**src/logic/xpcs_pkg.sv**
```systemverilog
// Shared constants and 8b/10b code tables for the XAUI code mapping block.
// Assumes a four-lane 10-bit code group interface clocked by one core clock.
package xpcs_pkg;

    localparam int unsigned LANES      = 4;
    localparam int unsigned FAB_W_DEF  = 8;
    localparam int unsigned PMA_W_DEF  = 10;
    localparam int unsigned DSK_DEPTH  = 8;

    // XGMII control characters
    localparam logic [7:0] XG_IDLE  = 8'h07;
    localparam logic [7:0] XG_SEQ   = 8'h9c;
    localparam logic [7:0] XG_START = 8'hfb;
    localparam logic [7:0] XG_TERM  = 8'hfd;
    localparam logic [7:0] XG_ERR   = 8'hfe;

    // Special code groups, byte value HGFEDCBA
    localparam logic [7:0] K28_0 = 8'h1c;
    localparam logic [7:0] K28_3 = 8'h7c;
    localparam logic [7:0] K28_4 = 8'h9c;
    localparam logic [7:0] K28_5 = 8'hbc;
    localparam logic [7:0] K27_7 = 8'hfb;
    localparam logic [7:0] K29_7 = 8'hfd;
    localparam logic [7:0] K30_7 = 8'hfe;

    localparam logic [4:0] X_K28   = 5'h1c;
    localparam logic [5:0] K28_6B  = 6'h0f;
    localparam logic [3:0] A7_4B   = 4'h7;
    localparam logic [2:0] Y_SEVEN = 3'h7;
    localparam logic [2:0] Y_THREE = 3'h3;
    localparam logic [6:0] COMMA_P = 7'h1f;

    // Idle randomisation: ||A|| spacing base and scrambler seed
    localparam logic [4:0] A_GAP_MIN = 5'h10;
    localparam logic [6:0] PRBS_SEED = 7'h7f;

    typedef enum logic [1:0] {XPCS_COL_R, XPCS_COL_K, XPCS_COL_A} xpcs_col_e;

    // 5b/6b, negative disparity form, bits abcdei with a as MSB
    function automatic logic [5:0] xpcs_tbl6(input logic [4:0] x);
        logic [5:0] t;
        case (x)
            5'h00: t = 6'h27; 5'h01: t = 6'h1d; 5'h02: t = 6'h2d; 5'h03: t = 6'h31;
            5'h04: t = 6'h35; 5'h05: t = 6'h29; 5'h06: t = 6'h19; 5'h07: t = 6'h38;
            5'h08: t = 6'h39; 5'h09: t = 6'h25; 5'h0a: t = 6'h15; 5'h0b: t = 6'h34;
            5'h0c: t = 6'h0d; 5'h0d: t = 6'h2c; 5'h0e: t = 6'h1c; 5'h0f: t = 6'h17;
            5'h10: t = 6'h1b; 5'h11: t = 6'h23; 5'h12: t = 6'h13; 5'h13: t = 6'h32;
            5'h14: t = 6'h0b; 5'h15: t = 6'h2a; 5'h16: t = 6'h1a; 5'h17: t = 6'h3a;
            5'h18: t = 6'h33; 5'h19: t = 6'h26; 5'h1a: t = 6'h16; 5'h1b: t = 6'h36;
            5'h1c: t = 6'h0e; 5'h1d: t = 6'h2e; 5'h1e: t = 6'h1e; default: t = 6'h2b;
        endcase
        return t;
    endfunction : xpcs_tbl6

    // 3b/4b for negative disparity, data or control table
    function automatic logic [3:0] xpcs_tbl4(input logic [2:0] y, input logic k);
        logic [3:0] t;
        case (y)
            3'h0: t = 4'hb;
            3'h1: t = k ? 4'h6 : 4'h9;
            3'h2: t = k ? 4'ha : 4'h5;
            3'h3: t = 4'hc;
            3'h4: t = 4'hd;
            3'h5: t = k ? 4'h5 : 4'ha;
            3'h6: t = k ? 4'h9 : 4'h6;
            default: t = k ? 4'h7 : 4'he;
        endcase
        return t;
    endfunction : xpcs_tbl4

    function automatic logic xpcs_unbal6(input logic [5:0] v);
        return ($countones(v) != 3);
    endfunction : xpcs_unbal6

endpackage : xpcs_pkg

```
**src/logic/xpcs_top.sv**
```systemverilog
// XAUI code mapping: XGMII to 8b/10b transmit, align, deskew and decode receive.
// Assumes PMA code groups arrive as 10-bit words on the core clock, one per lane.
//
// Summary of operation
// - Data bytes with control bit clear encode as ordinary Dxx.y code groups.
// - Idle character 07 encodes as K28.0, K28.3 or K28.5.
// - Start, terminate, error encode as K27.7, K29.7, K30.7.
// - Sequence character 9C encodes as K28.4.
// - Received code groups decode back to 32-bit XGMII data and control.
// - Each lane's code stream leaves as its own 10-bit group on pma_tx_code, one per clock.
// - Code alignment and lane deskew use idle code groups, no upper support.
// - Core clock drives word aligner; there is no rate-match stage.
// - Core clock drives decoder, deskew and the receive FIFO write enable.
// - With byte deserialisation on, receive FIFO write rate is halved.
// - Core clock is an input, not exported; fabric launches and captures with it.
// - Fabric width 8, 10, 16 or 20; PMA width 10 only.
`timescale 1ns/10ps
`default_nettype none
module xpcs_top
    import xpcs_pkg::*;
#(
    parameter int unsigned FAB_W = xpcs_pkg::FAB_W_DEF,
    parameter int unsigned PMA_W = xpcs_pkg::PMA_W_DEF
)(
    input  wire logic                    core_clk,
    input  wire logic                    reset_n,
    input  wire logic [31:0]             xgmii_txd,
    input  wire logic [3:0]              xgmii_txc,
    input  wire logic [4*PMA_W-1:0]      pma_rx_code,
    input  wire logic                    byte_deser_en,
    output var  logic [4*PMA_W-1:0]      pma_tx_code,
    output var  logic [31:0]             xgmii_rxd,
    output var  logic [3:0]              xgmii_rxc,
    output var  logic [3:0]              rx_code_err,
    output var  logic [3:0]              rx_lane_sync,
    output var  logic                    rx_deskew_lock,
    output var  logic                    rx_fifo_wr_en
);
    import xpcs_pkg::*;

    if (!(FAB_W == 8 || FAB_W == 10 || FAB_W == 16 || FAB_W == 20)) begin : g_bad_fab_w
        $error("fabric width must be 8, 10, 16 or 20");
    end
    if (PMA_W != 10) begin : g_bad_pma_w
        $error("this build serves a 10-bit PMA width only");
    end

    // Decode one 10-bit group: {err, ctrl, byte}
    function automatic logic [9:0] dec10(input logic [9:0] c);
        logic [4:0] x;
        logic [2:0] y;
        logic       k;
        logic       f6;
        logic       f4;
        logic [5:0] t6;
        logic [3:0] t4;
        x  = 5'h00;
        y  = 3'h0;
        f6 = 1'b0;
        f4 = 1'b0;
        t6 = 6'h00;
        t4 = 4'h0;
        k  = (c[9:4] == K28_6B) || (c[9:4] == ~K28_6B);
        // Balanced sub-blocks other than D.07 have one form only
        for (int i = 0; i < 32; i++) begin
            t6 = xpcs_tbl6(5'(i));
            if (!f6 && (c[9:4] == t6 ||
                        (c[9:4] == ~t6 && (xpcs_unbal6(t6) || 5'(i) == 5'h07)))) begin
                x  = 5'(i);
                f6 = 1'b1;
            end
        end
        if (k) begin
            x  = X_K28;
            f6 = 1'b1;
        end
        if ((c[3:0] == A7_4B) || (c[3:0] == ~A7_4B)) begin
            y  = Y_SEVEN;
            f4 = 1'b1;
            k  = k || (x == 5'h17) || (x == 5'h1b) || (x == 5'h1d) || (x == 5'h1e);
        end
        for (int j = 0; j < 8; j++) begin
            t4 = xpcs_tbl4(3'(j), k);
            if (!f4 && (k ? (c[3:0] == ((c[9:4] == K28_6B) ? ~t4 : t4)) :
                        (c[3:0] == t4 || (c[3:0] == ~t4 &&
                         ($countones(t4) != 2 || 3'(j) == Y_THREE))))) begin
                y  = 3'(j);
                f4 = 1'b1;
            end
        end
        return {!(f6 && f4), k, y, x};
    endfunction : dec10

    // Code group to XGMII character: {ctrl, byte}
    function automatic logic [8:0] to_xgmii(input logic [9:0] d);
        logic [8:0] r;
        if (d[9]) begin
            r = {1'b1, XG_ERR};
        end else if (!d[8]) begin
            r = {1'b0, d[7:0]};
        end else begin
            case (d[7:0])
                K28_0, K28_3, K28_5: r = {1'b1, XG_IDLE};
                K28_4:               r = {1'b1, XG_SEQ};
                K27_7:               r = {1'b1, XG_START};
                K29_7:               r = {1'b1, XG_TERM};
                default:             r = {1'b1, XG_ERR};
            endcase
        end
        return r;
    endfunction : to_xgmii

    // ---------------- Transmit ----------------
    logic [6:0] prbs_r;
    logic [6:0] prbs_nxt;
    logic [4:0] a_cnt_r;
    logic [4:0] a_cnt_nxt;
    logic [7:0] tx_byte [LANES];
    logic [3:0] tx_ctrl;
    xpcs_col_e  col_sel;

    always_comb begin
        logic all_idle;
        all_idle = 1'b1;
        for (int l = 0; l < LANES; l++) begin
            if (!xgmii_txc[l] || xgmii_txd[8*l +: 8] != XG_IDLE) begin
                all_idle = 1'b0;
            end
        end
        prbs_nxt  = {prbs_r[5:0], prbs_r[6] ^ prbs_r[5]};
        a_cnt_nxt = (a_cnt_r != 5'h00) ? a_cnt_r - 5'h01 : 5'h00;
        if (!all_idle) begin
            col_sel = XPCS_COL_K;
        end else if (a_cnt_r == 5'h00) begin
            col_sel   = XPCS_COL_A;
            a_cnt_nxt = A_GAP_MIN + {1'b0, prbs_r[3:0]};
        end else begin
            col_sel = prbs_r[0] ? XPCS_COL_K : XPCS_COL_R;
        end
        for (int l = 0; l < LANES; l++) begin
            tx_ctrl[l] = xgmii_txc[l];
            if (!xgmii_txc[l]) begin
                tx_byte[l] = xgmii_txd[8*l +: 8];
            end else begin
                case (xgmii_txd[8*l +: 8])
                    XG_IDLE: begin
                        case (col_sel)
                            XPCS_COL_A: tx_byte[l] = K28_3;
                            XPCS_COL_R: tx_byte[l] = K28_0;
                            default:    tx_byte[l] = K28_5;
                        endcase
                    end
                    XG_SEQ:   tx_byte[l] = K28_4;
                    XG_START: tx_byte[l] = K27_7;
                    XG_TERM:  tx_byte[l] = K29_7;
                    default:  tx_byte[l] = K30_7;
                endcase
            end
        end
    end

    always_ff @(posedge core_clk or negedge reset_n) begin
        if (!reset_n) begin
            prbs_r  <= PRBS_SEED;
            a_cnt_r <= A_GAP_MIN;
        end else begin
            prbs_r  <= prbs_nxt;
            a_cnt_r <= a_cnt_nxt;
        end
    end

    for (genvar g = 0; g < LANES; g++) begin : g_enc
        xpcs_lane_enc u_enc (
            .core_clk (core_clk),
            .reset_n  (reset_n),
            .byte_in  (tx_byte[g]),
            .ctrl_in  (tx_ctrl[g]),
            .code_out (pma_tx_code[PMA_W*g +: PMA_W])
        );
    end

    // ---------------- Receive: comma alignment ----------------
    logic [9:0] prev_r  [LANES];
    logic [9:0] prev_nxt[LANES];
    logic [3:0] off_r   [LANES];
    logic [3:0] off_nxt [LANES];
    logic [3:0] sync_r;
    logic [3:0] sync_nxt;
    logic [9:0] alg_r   [LANES];
    logic [9:0] alg_nxt [LANES];

    always_comb begin
        logic [19:0] win;
        win = 20'h00000;
        for (int l = 0; l < LANES; l++) begin
            win         = {prev_r[l], pma_rx_code[PMA_W*l +: PMA_W]};
            prev_nxt[l] = pma_rx_code[PMA_W*l +: PMA_W];
            off_nxt[l]  = off_r[l];
            sync_nxt[l] = sync_r[l];
            for (int o = 0; o < 10; o++) begin
                if (win[19-o -: 7] == COMMA_P || win[19-o -: 7] == ~COMMA_P) begin
                    off_nxt[l]  = 4'(o);
                    sync_nxt[l] = 1'b1;
                end
            end
            alg_nxt[l] = win[19-off_r[l] -: 10];
        end
    end

    always_ff @(posedge core_clk or negedge reset_n) begin
        if (!reset_n) begin
            for (int l = 0; l < LANES; l++) begin
                prev_r[l] <= 10'h000;
                off_r[l]  <= 4'h0;
                alg_r[l]  <= 10'h000;
            end
            sync_r <= 4'h0;
        end else begin
            for (int l = 0; l < LANES; l++) begin
                prev_r[l] <= prev_nxt[l];
                off_r[l]  <= off_nxt[l];
                alg_r[l]  <= alg_nxt[l];
            end
            sync_r <= sync_nxt;
        end
    end

    // ---------------- Receive: decode, deskew on ||A|| ----------------
    logic [9:0] dly_r   [LANES][DSK_DEPTH];
    logic [9:0] dly_nxt [LANES][DSK_DEPTH];
    logic [2:0] age_r   [LANES];
    logic [2:0] age_nxt [LANES];
    logic [2:0] tap_r   [LANES];
    logic [2:0] tap_nxt [LANES];
    logic [3:0] seen_r;
    logic [3:0] seen_nxt;
    logic       lock_r;
    logic       lock_nxt;
    logic [31:0] rxd_nxt;
    logic [3:0]  rxc_nxt;
    logic [3:0]  err_nxt;
    logic        half_r;
    logic        half_nxt;

    always_comb begin
        logic [9:0] d;
        logic [8:0] xg;
        logic [3:0] s;
        d        = 10'h000;
        xg       = 9'h000;
        lock_nxt = lock_r;
        s        = seen_r;
        for (int l = 0; l < LANES; l++) begin
            d             = dec10(alg_r[l]);
            dly_nxt[l][0] = d;
            for (int t = 1; t < DSK_DEPTH; t++) begin
                dly_nxt[l][t] = dly_r[l][t-1];
            end
            age_nxt[l] = (age_r[l] != 3'h7) ? age_r[l] + 3'h1 : age_r[l];
            tap_nxt[l] = tap_r[l];
            if (d[9:8] == 2'b01 && d[7:0] == K28_3) begin
                s[l]       = 1'b1;
                age_nxt[l] = 3'h0;
            end
        end
        seen_nxt = s;
        if (&s) begin
            for (int l = 0; l < LANES; l++) begin
                tap_nxt[l] = age_nxt[l];
            end
            seen_nxt = 4'h0;
            lock_nxt = 1'b1;
        end else if (seen_r != 4'h0 && s == seen_r && age_nxt[0] == 3'h7 &&
                     age_nxt[1] == 3'h7 && age_nxt[2] == 3'h7 && age_nxt[3] == 3'h7) begin
            seen_nxt = 4'h0;
            lock_nxt = 1'b0;
        end
        for (int l = 0; l < LANES; l++) begin
            xg                 = to_xgmii(dly_r[l][tap_r[l]]);
            rxd_nxt[8*l +: 8]  = xg[7:0];
            rxc_nxt[l]         = xg[8];
            err_nxt[l]         = dly_r[l][tap_r[l]][9];
        end
        half_nxt = byte_deser_en ? ~half_r : 1'b1;
    end

    always_ff @(posedge core_clk or negedge reset_n) begin
        if (!reset_n) begin
            for (int l = 0; l < LANES; l++) begin
                for (int t = 0; t < DSK_DEPTH; t++) begin
                    dly_r[l][t] <= 10'h000;
                end
                age_r[l] <= 3'h7;
                tap_r[l] <= 3'h0;
            end
            seen_r    <= 4'h0;
            lock_r    <= 1'b0;
            xgmii_rxd <= 32'h0707_0707;
            xgmii_rxc <= 4'hf;
            rx_code_err <= 4'h0;
            half_r    <= 1'b0;
        end else begin
            for (int l = 0; l < LANES; l++) begin
                dly_r[l] <= dly_nxt[l];
                age_r[l] <= age_nxt[l];
                tap_r[l] <= tap_nxt[l];
            end
            seen_r    <= seen_nxt;
            lock_r    <= lock_nxt;
            xgmii_rxd <= rxd_nxt;
            xgmii_rxc <= rxc_nxt;
            rx_code_err <= err_nxt;
            half_r    <= half_nxt;
        end
    end

    assign rx_lane_sync   = sync_r;
    assign rx_deskew_lock = lock_r;
    assign rx_fifo_wr_en  = half_r;

endmodule : xpcs_top
`default_nettype wire

```
**src/logic/xpcs_lane_enc.sv**
```systemverilog
// One lane 8b/10b encoder with running disparity, registered output.
// Assumes the caller presents one byte and its control flag per clock.
`timescale 1ns/10ps
`default_nettype none
module xpcs_lane_enc
    import xpcs_pkg::*;
(
    input  wire logic       core_clk,
    input  wire logic       reset_n,
    input  wire logic [7:0] byte_in,
    input  wire logic       ctrl_in,
    output var  logic [9:0] code_out
);
    import xpcs_pkg::*;

    logic       rd_r;
    logic       rd_nxt;
    logic [9:0] code_r;
    logic [9:0] code_nxt;

    always_comb begin
        logic [4:0] x;
        logic [2:0] y;
        logic [5:0] s6;
        logic [3:0] s4;
        logic       rd6;
        logic       alt;
        x   = byte_in[4:0];
        y   = byte_in[7:5];
        s6  = ctrl_in && (x == X_K28) ? K28_6B : xpcs_tbl6(x);
        // Negative form complemented under positive disparity
        if (rd_r && (xpcs_unbal6(s6) || (x == 5'h07 && !ctrl_in))) begin
            s6 = ~s6;
        end
        rd6 = xpcs_unbal6(s6) ? ~rd_r : rd_r;
        alt = !ctrl_in && (y == Y_SEVEN) &&
              ((!rd6 && (x == 5'h11 || x == 5'h12 || x == 5'h14)) ||
               (rd6 && (x == 5'h0b || x == 5'h0d || x == 5'h0e)));
        s4  = alt ? A7_4B : xpcs_tbl4(y, ctrl_in);
        if (rd6 && (ctrl_in || alt || ($countones(s4) != 2) || (y == Y_THREE))) begin
            s4 = ~s4;
        end
        rd_nxt   = ($countones(s4) != 2) ? ~rd6 : rd6;
        code_nxt = {s6, s4};
    end

    always_ff @(posedge core_clk or negedge reset_n) begin
        if (!reset_n) begin
            rd_r   <= 1'b0;
            code_r <= 10'h000;
        end else begin
            rd_r   <= rd_nxt;
            code_r <= code_nxt;
        end
    end

    assign code_out = code_r;

endmodule : xpcs_lane_enc
`default_nettype wire

```
**config.mk**
```make
export PLATFORM = sky130hd
export DESIGN_NAME = xpcs_top
export DESIGN_NICKNAME = d
export VERILOG_FILES = /design/src/logic/xpcs_pkg.sv /design/src/logic/xpcs_top.sv /design/src/logic/xpcs_lane_enc.sv
export SDC_FILE = /design/constraint.sdc
export NUM_CORES = 1
export LEC_CHECK = 0
export BUFFER_PORTS_ARGS = -buffer_cell sky130_fd_sc_hd__buf_2
export CAP_MARGIN = 10
export CORE_MARGIN = 2
export CORE_UTILIZATION = 60
export CTS_CLUSTER_SIZE = 16
export DETAILED_ROUTE_END_ITERATION = 8
export PLACE_DENSITY = 0.89
export SETUP_SLACK_MARGIN = 0.4
export SYNTH_ARGS = -nofsm -noshare
export SYNTH_HDL_FRONTEND = slang
export SYNTH_SLANG_ARGS = --single-unit
```
**constraint.sdc**
```tcl
create_clock -name core_clk -period 12.5 [get_ports core_clk]
set_clock_uncertainty 0.2 [all_clocks]
set_input_delay 3.125 -clock core_clk [delete_from_list [all_inputs] [get_ports core_clk]]
set_output_delay 3.125 -clock core_clk [all_outputs]
set_load 0.01 [all_outputs]
```
==> flow_metrics.py, run 1 <==
metrics = {
    "layout": {
        "syn_to_final_growth_pct": 11.80,
        "multi_input_area_um2": 16740,
        "fillers": 3770,
        "drive_above_1_share_pct": 19.10,
        "seq_area_um2": 13710,
        "num-nets-final": 3403,
    },
    "global_routing": {
        "grt_pass1_wl_um": 119500,
        "overflow": 0,
        "antenna_found_initial": 9,
        "grt_max_degree": 176,
        "grt_pass1_vias": 23630,
        "grtUsageTotal_pct": 26.60,
    },
    "route": {
        "avgViaCountPerCell": 6.383,
        "dr.pass1.iters": 6,
        "drtAntennaViolNets": 0,
        "drt_iter0_drc": 2767,
        "drt-total-wl_um": 72430,
        "num_vias": 25260,
        "drc": 0,
        "wl_per_cell_um": 18.30,
    },
    "hold_path": {
        "min_from": "prbs_r[4]",
        "min_path_cells": 0,
        "min_path_type": "flop to flop",
        "hold_path_end": "prbs_r[5]",
    },
    "setup_path": {
        "crit_path_top_delay_cell": "fa_1",
        "r2r-end": "g_enc[3].u_enc.rd_r",
        "slowest_delay_ns": 0.49,
        "rrSetupSlack_ns": 5.93,
        "critPathKind": "input pin to flop",
        "cp_common_cell": "ha_1",
        "rr_worst_depth": 24,
        "rr_startpoint": "g_enc[3].u_enc.rd_r",
        "crit_fanout": 8,
        "crit_required_ns": 12.79,
        "cp-end-kind": "flop",
        "crit_path_start_kind": "input pin",
        "critical_path_arrival_ns": 12.10,
    },
    "job": {
        "cap_viol_max_count": 0,
    },
    "timing": {
        "hold_violations": 0,
        "tightest_slew_ns": 1.099,
        "fin_ws_ns": 0.6862,
        "fin_worst_hold_slack_ns": 0.1548,
        "max_slew_margin_pct": 26.76,
        "final.min_clock_period_ns": 11.81,
        "post-route-period-util_pct": 94.51,
        "grt_setup_unrepaired": "false",
        "setup_viol": 0,
        "fmax_ghz": 0.08465,
        "finalMaxSlewViolations": 0,
    },
    "clock_network": {
        "clk_latency_ns": 0.61,
        "cts_tree": "done",
        "clkTransAtPathRegs_ns": 0.06,
        "cts-root-buf": "clkbuf_16",
        "numCtsBuffers": 56,
        "clk_path_buf_depth": 3,
        "cts-htree-levels": 2,
        "cts.sinks": 546,
    },
    "pwr": {
        "irDropWorstVdd_v": 0.0002020,
        "power.density_nw_per_um2": 210.3,
        "p_leak_uw": 0.01452,
    },
    "logic_synthesis": {
        "syn-cell-area_um2": 31400,
        "synth_common_cells": "dfrtp_1 (510), nand2_1 (266), nor2_1 (255)",
        "synthTopCellsByArea": "dfrtp_1 (41%), mux4_2 (6.2%), mux2i_1 (3.6%)",
        "synth_warnings": 0,
        "yosysMostFrequentCell": "dfrtp_1",
        "synth_top_area_share_pct": 40.65,
        "yosys.area.top_type": "dfrtp_1",
        "synth-edff-count": 0,
        "syn_inst": 3163,
        "synth_area_per_cell_um2": 9.926,
        "ys_seq_elements": 546,
        "synth_cell_type_count": 93,
        "synth_flop_cell": "dfrtp_1",
        "ys_seq_area_share_pct": 43.66,
        "synthArstFlopShare_pct": 100.0,
        "syn-num-nets": 3339,
    },
    "placement": {
        "io_buffers": 164,
        "place_congestion": 0.9352,
        "dp_slack_ns": -0.2446,
        "dp_hpwl_um": 48000,
    },
    "status": {
        "outcome": "finished clean",
    },
    "floorplan": {
        "die-area_um2": 54170,
        "die_width_um": 232.7,
        "die_h_um": 232.7,
        "num_rows": 83,
        "ioPinCount": 165,
        "start_util_pct": 60.95,
        "core_area_um2": 51510,
    },
}
how the worst max path moves through the flow:
stage / cells after the start / from / to / slack [ns]
after floorplan: 36 / xgmii_txd[3] / g_enc[0].u_enc.rd_r / 0.37
after global placement: 40 / xgmii_txd[11] / g_enc[1].u_enc.rd_r / 0.09
after detailed placement: 40 / xgmii_txd[11] / g_enc[1].u_enc.rd_r / -0.24
after CTS: 41 / xgmii_txd[11] / g_enc[1].u_enc.rd_r / 0.47
after global routing: 39 / xgmii_txc[3] / g_enc[3].u_enc.rd_r / 0.17
final: 42 / xgmii_txd[22] / g_enc[2].u_enc.rd_r / 0.69
power breakdown:
part | leakage (uW) | total, uW | switching (uW) | internal, uW
sequential | 0.00656 | 3060 | 588 | 2470
combinational | 0.00703 | 2600 | 1350 | 1260
clock | 0.000928 | 1720 | 723 | 992
registers in the layout, summed over array words and instances, names as in the netlist:
signal and count:
a_cnt_r 5, age_r 12, alg_r 40, dly_nxt 280, dly_r 40, g_enc.u_enc.code_out 40
g_enc.u_enc.rd_r 4, off_r 16, prbs_r 7, prev_r 40, rx_code_err 4, rx_deskew_lock 1
rx_fifo_wr_en 1, rx_lane_sync 4, seen_r 4, tap_r 12, xgmii_rxc 4, xgmii_rxd 32
cells by family (layout without fill, tap and decap cells):
kind of cell	Yosys count	after routing	share of synthesized area, %
AO/OA/AOI/OAI	819	819	16.82
XOR/XNOR	89	89	2.531
adder cells (fa/ha/maj)	97	97	4.344
buffers and inverters	364	473	4.448
flip-flops	546	546	43.66
multiplexers	270	270	12.31
other	0	5	0
AND/OR/NAND/NOR	978	978	15.88
cell usage in the layout (no fill, tap or decap), types with 17 or more instances in the layout:
cell type	synthesis	routed
nand2b_1	39	39
dfstp_2	36	36
nor3_1	55	53
o211ai_1	26	26
o22ai_1	41	40
nor2_1	255	255
a31oi_1	52	51
a221oi_1	38	37
dfrtp_1	510	510
and2_1	29	29
xnor2_1	63	59
buf_4	1	64
a211oi_1	20	19
inv_1	134	131
nor4_1	28	26
nand4_1	31	31
a21oi_1	200	198
mux2i_1	114	111
or3_1	19	19
mux4_2	86	86
and3_1	24	24
xor2_1	25	25
or2_2	19	19
o21ai_0	221	218
a22oi_1	17	17
buf_2	15	161
nand3_1	79	78
ha_1	77	73
mux2_2	64	64
fa_1	20	20
nand2_1	266	264
clkbuf_16	0	57
repair_timing:
action | 4_1_cts | 5_1_grt
resized for setup | 4 | 60
buffers inserted | 0 | 18
endpoints found under the setup margin | 2 | 5
hold endpoints to repair | 0 | 0
hold buffers | 0 | 0
pin swaps | 0 | 21
through the flow:
| stage | cells | utilization (%) | cell area (um^2) | total power (uW) | setup TNS (ns) |
|---|---|---|---|---|---|
| detailed placement | 3830 | 63.46 | 32690 | 5451 | -0.6261 |
| global placement | 3830 | 63.46 | 32690 | 5303 | 0 |
| floorplan | 3163 | - | 31510 | 4699 | 0 |
| CTS | 3933 | 67.21 | 34620 | 7240 | 0 |
| global route | 3957 | 68.14 | 35100 | 7860 | 0 |
| finish | 3957 | 68.14 | 35100 | 7383 | 0 |
layout make-up:
type,count,share of cell area [%]
Antenna cell,5,0.03565
Clock buffer,68,4.409
Clock inverter,35,1.055
Inverter,140,1.497
Multi-Input combinational cell,2253,47.70
Sequential cell,546,39.05
Tap cell,680,2.424
Timing Repair Buffer,230,3.828
worst max-delay path: cells and delay by family:
| kind | cells | cell delay (ns) |
|---|---|---|
| simple gates | 13 | 2.22 |
| buf+inv | 6 | 0.73 |
| fa+ha+maj | 10 | 3.47 |
| compound gates | 8 | 1.54 |
| xor+xnor | 3 | 0.53 |
| mux | 2 | 0.49 |
metal layers:
| layer | part of all wire [%] | GRT usage [%] | vias up |
|---|---|---|---|
| li1 | - | - | 11780 |
| met1 | 43 | 37.99 | 12300 |
| met2 | 48 | 42.89 | 1021 |
| met3 | 6.5 | 3.713 | 152 |
| met4 | 2.3 | 7.285 | 8 |
| met5 | 0.079 | 0 | - |
No activity file was read; power rests on OpenSTA's default activity.
==> run 2: changes to the inputs <==
--- a/config.mk
+++ b/config.mk
@@ -8,10 +8,10 @@
 export BUFFER_PORTS_ARGS = -buffer_cell sky130_fd_sc_hd__buf_2
 export CAP_MARGIN = 10
 export CORE_MARGIN = 2
-export CORE_UTILIZATION = 60
+export CORE_UTILIZATION = 45
 export CTS_CLUSTER_SIZE = 16
 export DETAILED_ROUTE_END_ITERATION = 8
-export PLACE_DENSITY = 0.89
+export PLACE_DENSITY = 0.73
 export SETUP_SLACK_MARGIN = 0.4
 export SYNTH_ARGS = -nofsm -noshare
 export SYNTH_HDL_FRONTEND = slang
==> run 2 against run 1 <==
Against the previous run:
- worst setup slack improved by 0.15 ns
- clock-buffer cell count up 12
- global-route usage fell by 6.8 points
- sequential cell count unchanged
- first-iteration DRC count shrank 24%
- combinational power about the same
- die area grew 33%
- register-to-register slack gained 0.09 ns
- core utilization is 16 points lower
- largest cell class unchanged
- via count is 2.4% lower
==> flow_metrics.py, run 2 (same netlist as run 1, synthesis figures left out) <==
metrics = {
    "layout": {
        "drive_above_1_share_pct": 19.02,
        "num-nets-final": 3411,
        "final_common_cell": "dfrtp_1",
        "stdcell_count": 4220,
        "fillers": 6031,
        "largest_reg_flops": 280,
        "layout_common_cells": "dfrtp_1 (510), nand2_1 (264), nor2_1 (255)",
        "syn_to_final_growth_pct": 13.36,
        "final_core_util_pct": 51.71,
    },
    "setup_path": {
        "crit_end": "g_enc[0].u_enc.rd_r",
        "crit_required_ns": 12.81,
        "timing.critical_path.buf_inv": 3,
        "crit_path_top_delay_cell": "or4b_2",
        "slowest_delay_ns": 0.70,
        "cp_common_cell": "ha_1",
        "crit_path_start_kind": "input pin",
        "rrSetupSlack_ns": 6.02,
        "critPathKind": "input pin to flop",
        "rr_startpoint": "g_enc[3].u_enc.rd_r",
        "crit_fanout": 9,
        "cp-end-kind": "flop",
        "rr_worst_depth": 25,
        "path_delay_family": "adder cells",
        "critical_path_arrival_ns": 11.97,
        "cp.depth": 36,
        "r2r-end": "g_enc[3].u_enc.rd_r",
        "cp-startpoint": "xgmii_txd[4]",
    },
    "pwr": {
        "p_leak_uw": 0.01465,
        "power.density_nw_per_um2": 210.1,
        "irDropWorstVdd_v": 0.0001501,
    },
    "route": {
        "drt-total-wl_um": 71280,
        "drtAntennaViolNets": 0,
        "avgViaCountPerCell": 5.843,
        "dr.pass1.iters": 5,
        "drt_iter0_drc": 2106,
        "drc": 0,
        "wl_per_cell_um": 16.89,
        "num_vias": 24660,
    },
    "placement": {
        "dp.cells": 4092,
        "dp_hpwl_um": 49470,
        "dp_slack_ns": -0.3364,
        "place_congestion": 0.9308,
        "io_buffers": 164,
    },
    "clock_network": {
        "clk_latency_ns": 0.64,
        "cts-htree-levels": 2,
        "numCtsBuffers": 60,
        "cts-root-buf": "clkbuf_16",
        "clk_path_buf_depth": 3,
        "postCtsHoldBufs": 0,
        "cts.sinks": 546,
        "cts_tree": "done",
        "clkTransAtPathRegs_ns": 0.06,
    },
    "floorplan": {
        "start_util_pct": 45.62,
        "ioPinCount": 165,
        "die_width_um": 268.1,
        "die_h_um": 268.1,
        "die-area_um2": 71900,
        "core_area_um2": 68830,
        "num_rows": 96,
    },
    "status": {
        "outcome": "finished clean",
    },
    "timing": {
        "final.min_clock_period_ns": 11.66,
        "fmax_ghz": 0.08577,
        "fin_setup_tns_ns": 0,
        "setup_viol": 0,
        "finalMaxSlewViolations": 0,
        "tightest_slew_ns": 1.222,
        "post-route-period-util_pct": 93.27,
        "grt_setup_unrepaired": "true",
        "fin_ws_ns": 0.8411,
        "hold_violations": 0,
        "max_slew_margin_pct": 17.77,
    },
    "global_routing": {
        "antenna_found_initial": 10,
        "grt_max_degree": 175,
        "overflow": 0,
        "grtUsageTotal_pct": 19.76,
        "grt_pass1_wl_um": 118600,
        "grt_pass1_vias": 23260,
    },
    "hold_path": {
        "min_path_cells": 0,
        "min_path_type": "flop to flop",
    },
    "job": {
        "cap_viol_max_count": 0,
    },
}
## run 2: changes by cell type in the layout (fill, tap and decap cells not counted), sizes merged
cell / change
clkinvlp: -6
buf: +6
inv: +3
clkbuf: +10
diode: -2
bufinv: +1
## run 2: stage by stage
stage	total power (uW)	cell area, um^2	hold WS (ns)
after floorplan	4699	31510	0.1452
after global placement	5399	33090	0.1461
after detailed placement	5480	33090	0.1478
after CTS	7407	35230	0.09740
after global routing	8000	35580	0.09869
final	7477	35590	0.1073
## run 2: worst min path at each step
stage	from	to	slack, ns
after floorplan	prbs_r[4]	prbs_r[5]	0.15
after global placement	prbs_r[4]	prbs_r[5]	0.15
after detailed placement	prbs_r[4]	prbs_r[5]	0.15
after CTS	prbs_r[4]	prbs_r[5]	0.1
after global routing	prbs_r[4]	prbs_r[5]	0.1
final	prbs_r[4]	prbs_r[5]	0.11
## run 2: layer usage
layer | GRT usage [%] | vias up | wire length (um)
met4 | 6.160 | 14 | 1820
met5 | 0 | - | 67
met3 | 3.308 | 137 | 4483
met2 | 30.50 | 757 | 32550
met1 | 28.52 | 11940 | 32360
li1 | - | 11810 | -
## run 2: repair_timing
item                                    CTS  global route
gates cloned                              0             0
pin swaps                                 0            16
gates resized for setup                   2            52
setup buffers                             0            12
endpoints found under the setup margin    1             4
## run 2: worst register-to-register path: stages, from the launching register on
cell and delay, ns:
dfrtp_1 0.36, a21boi_2 0.34, buf_4 0.20, nand2b_1 0.07, mux2i_1 0.17, fa_1 0.45, ha_1 0.29, nor4bb_4 0.31
xnor2_1 0.19, mux2_2 0.40, a211oi_1 0.22, o21ai_0 0.12, o31ai_2 0.14, inv_1 0.08, ha_1 0.31, ha_1 0.18
inv_1 0.06, fa_1 0.45, nor4b_4 0.32, nand2_1 0.11, nand2_1 0.09, a31oi_2 0.09, or3b_4 0.44, fa_1 0.45
nor3b_1 0.24, xnor2_1 0.14
## run 2: layout make-up
type	instances	area [um^2]	area share (%)
Tap cell	931	1165	3.273
Inverter	140	525.5	1.477
Clock inverter	33	416.7	1.171
Timing Repair Buffer	234	1374	3.860
Antenna cell	3	7.507	0.02109
Clock buffer	80	1718	4.827
Multi-Input combinational cell	2253	16680	46.86
Sequential cell	546	13710	38.52
## run 2: power breakdown
| part | switching, uW | internal, uW |
|---|---|---|
| Clock | 763 | 1100 |
| Sequential | 570 | 2470 |
| Combinational | 1310 | 1250 |
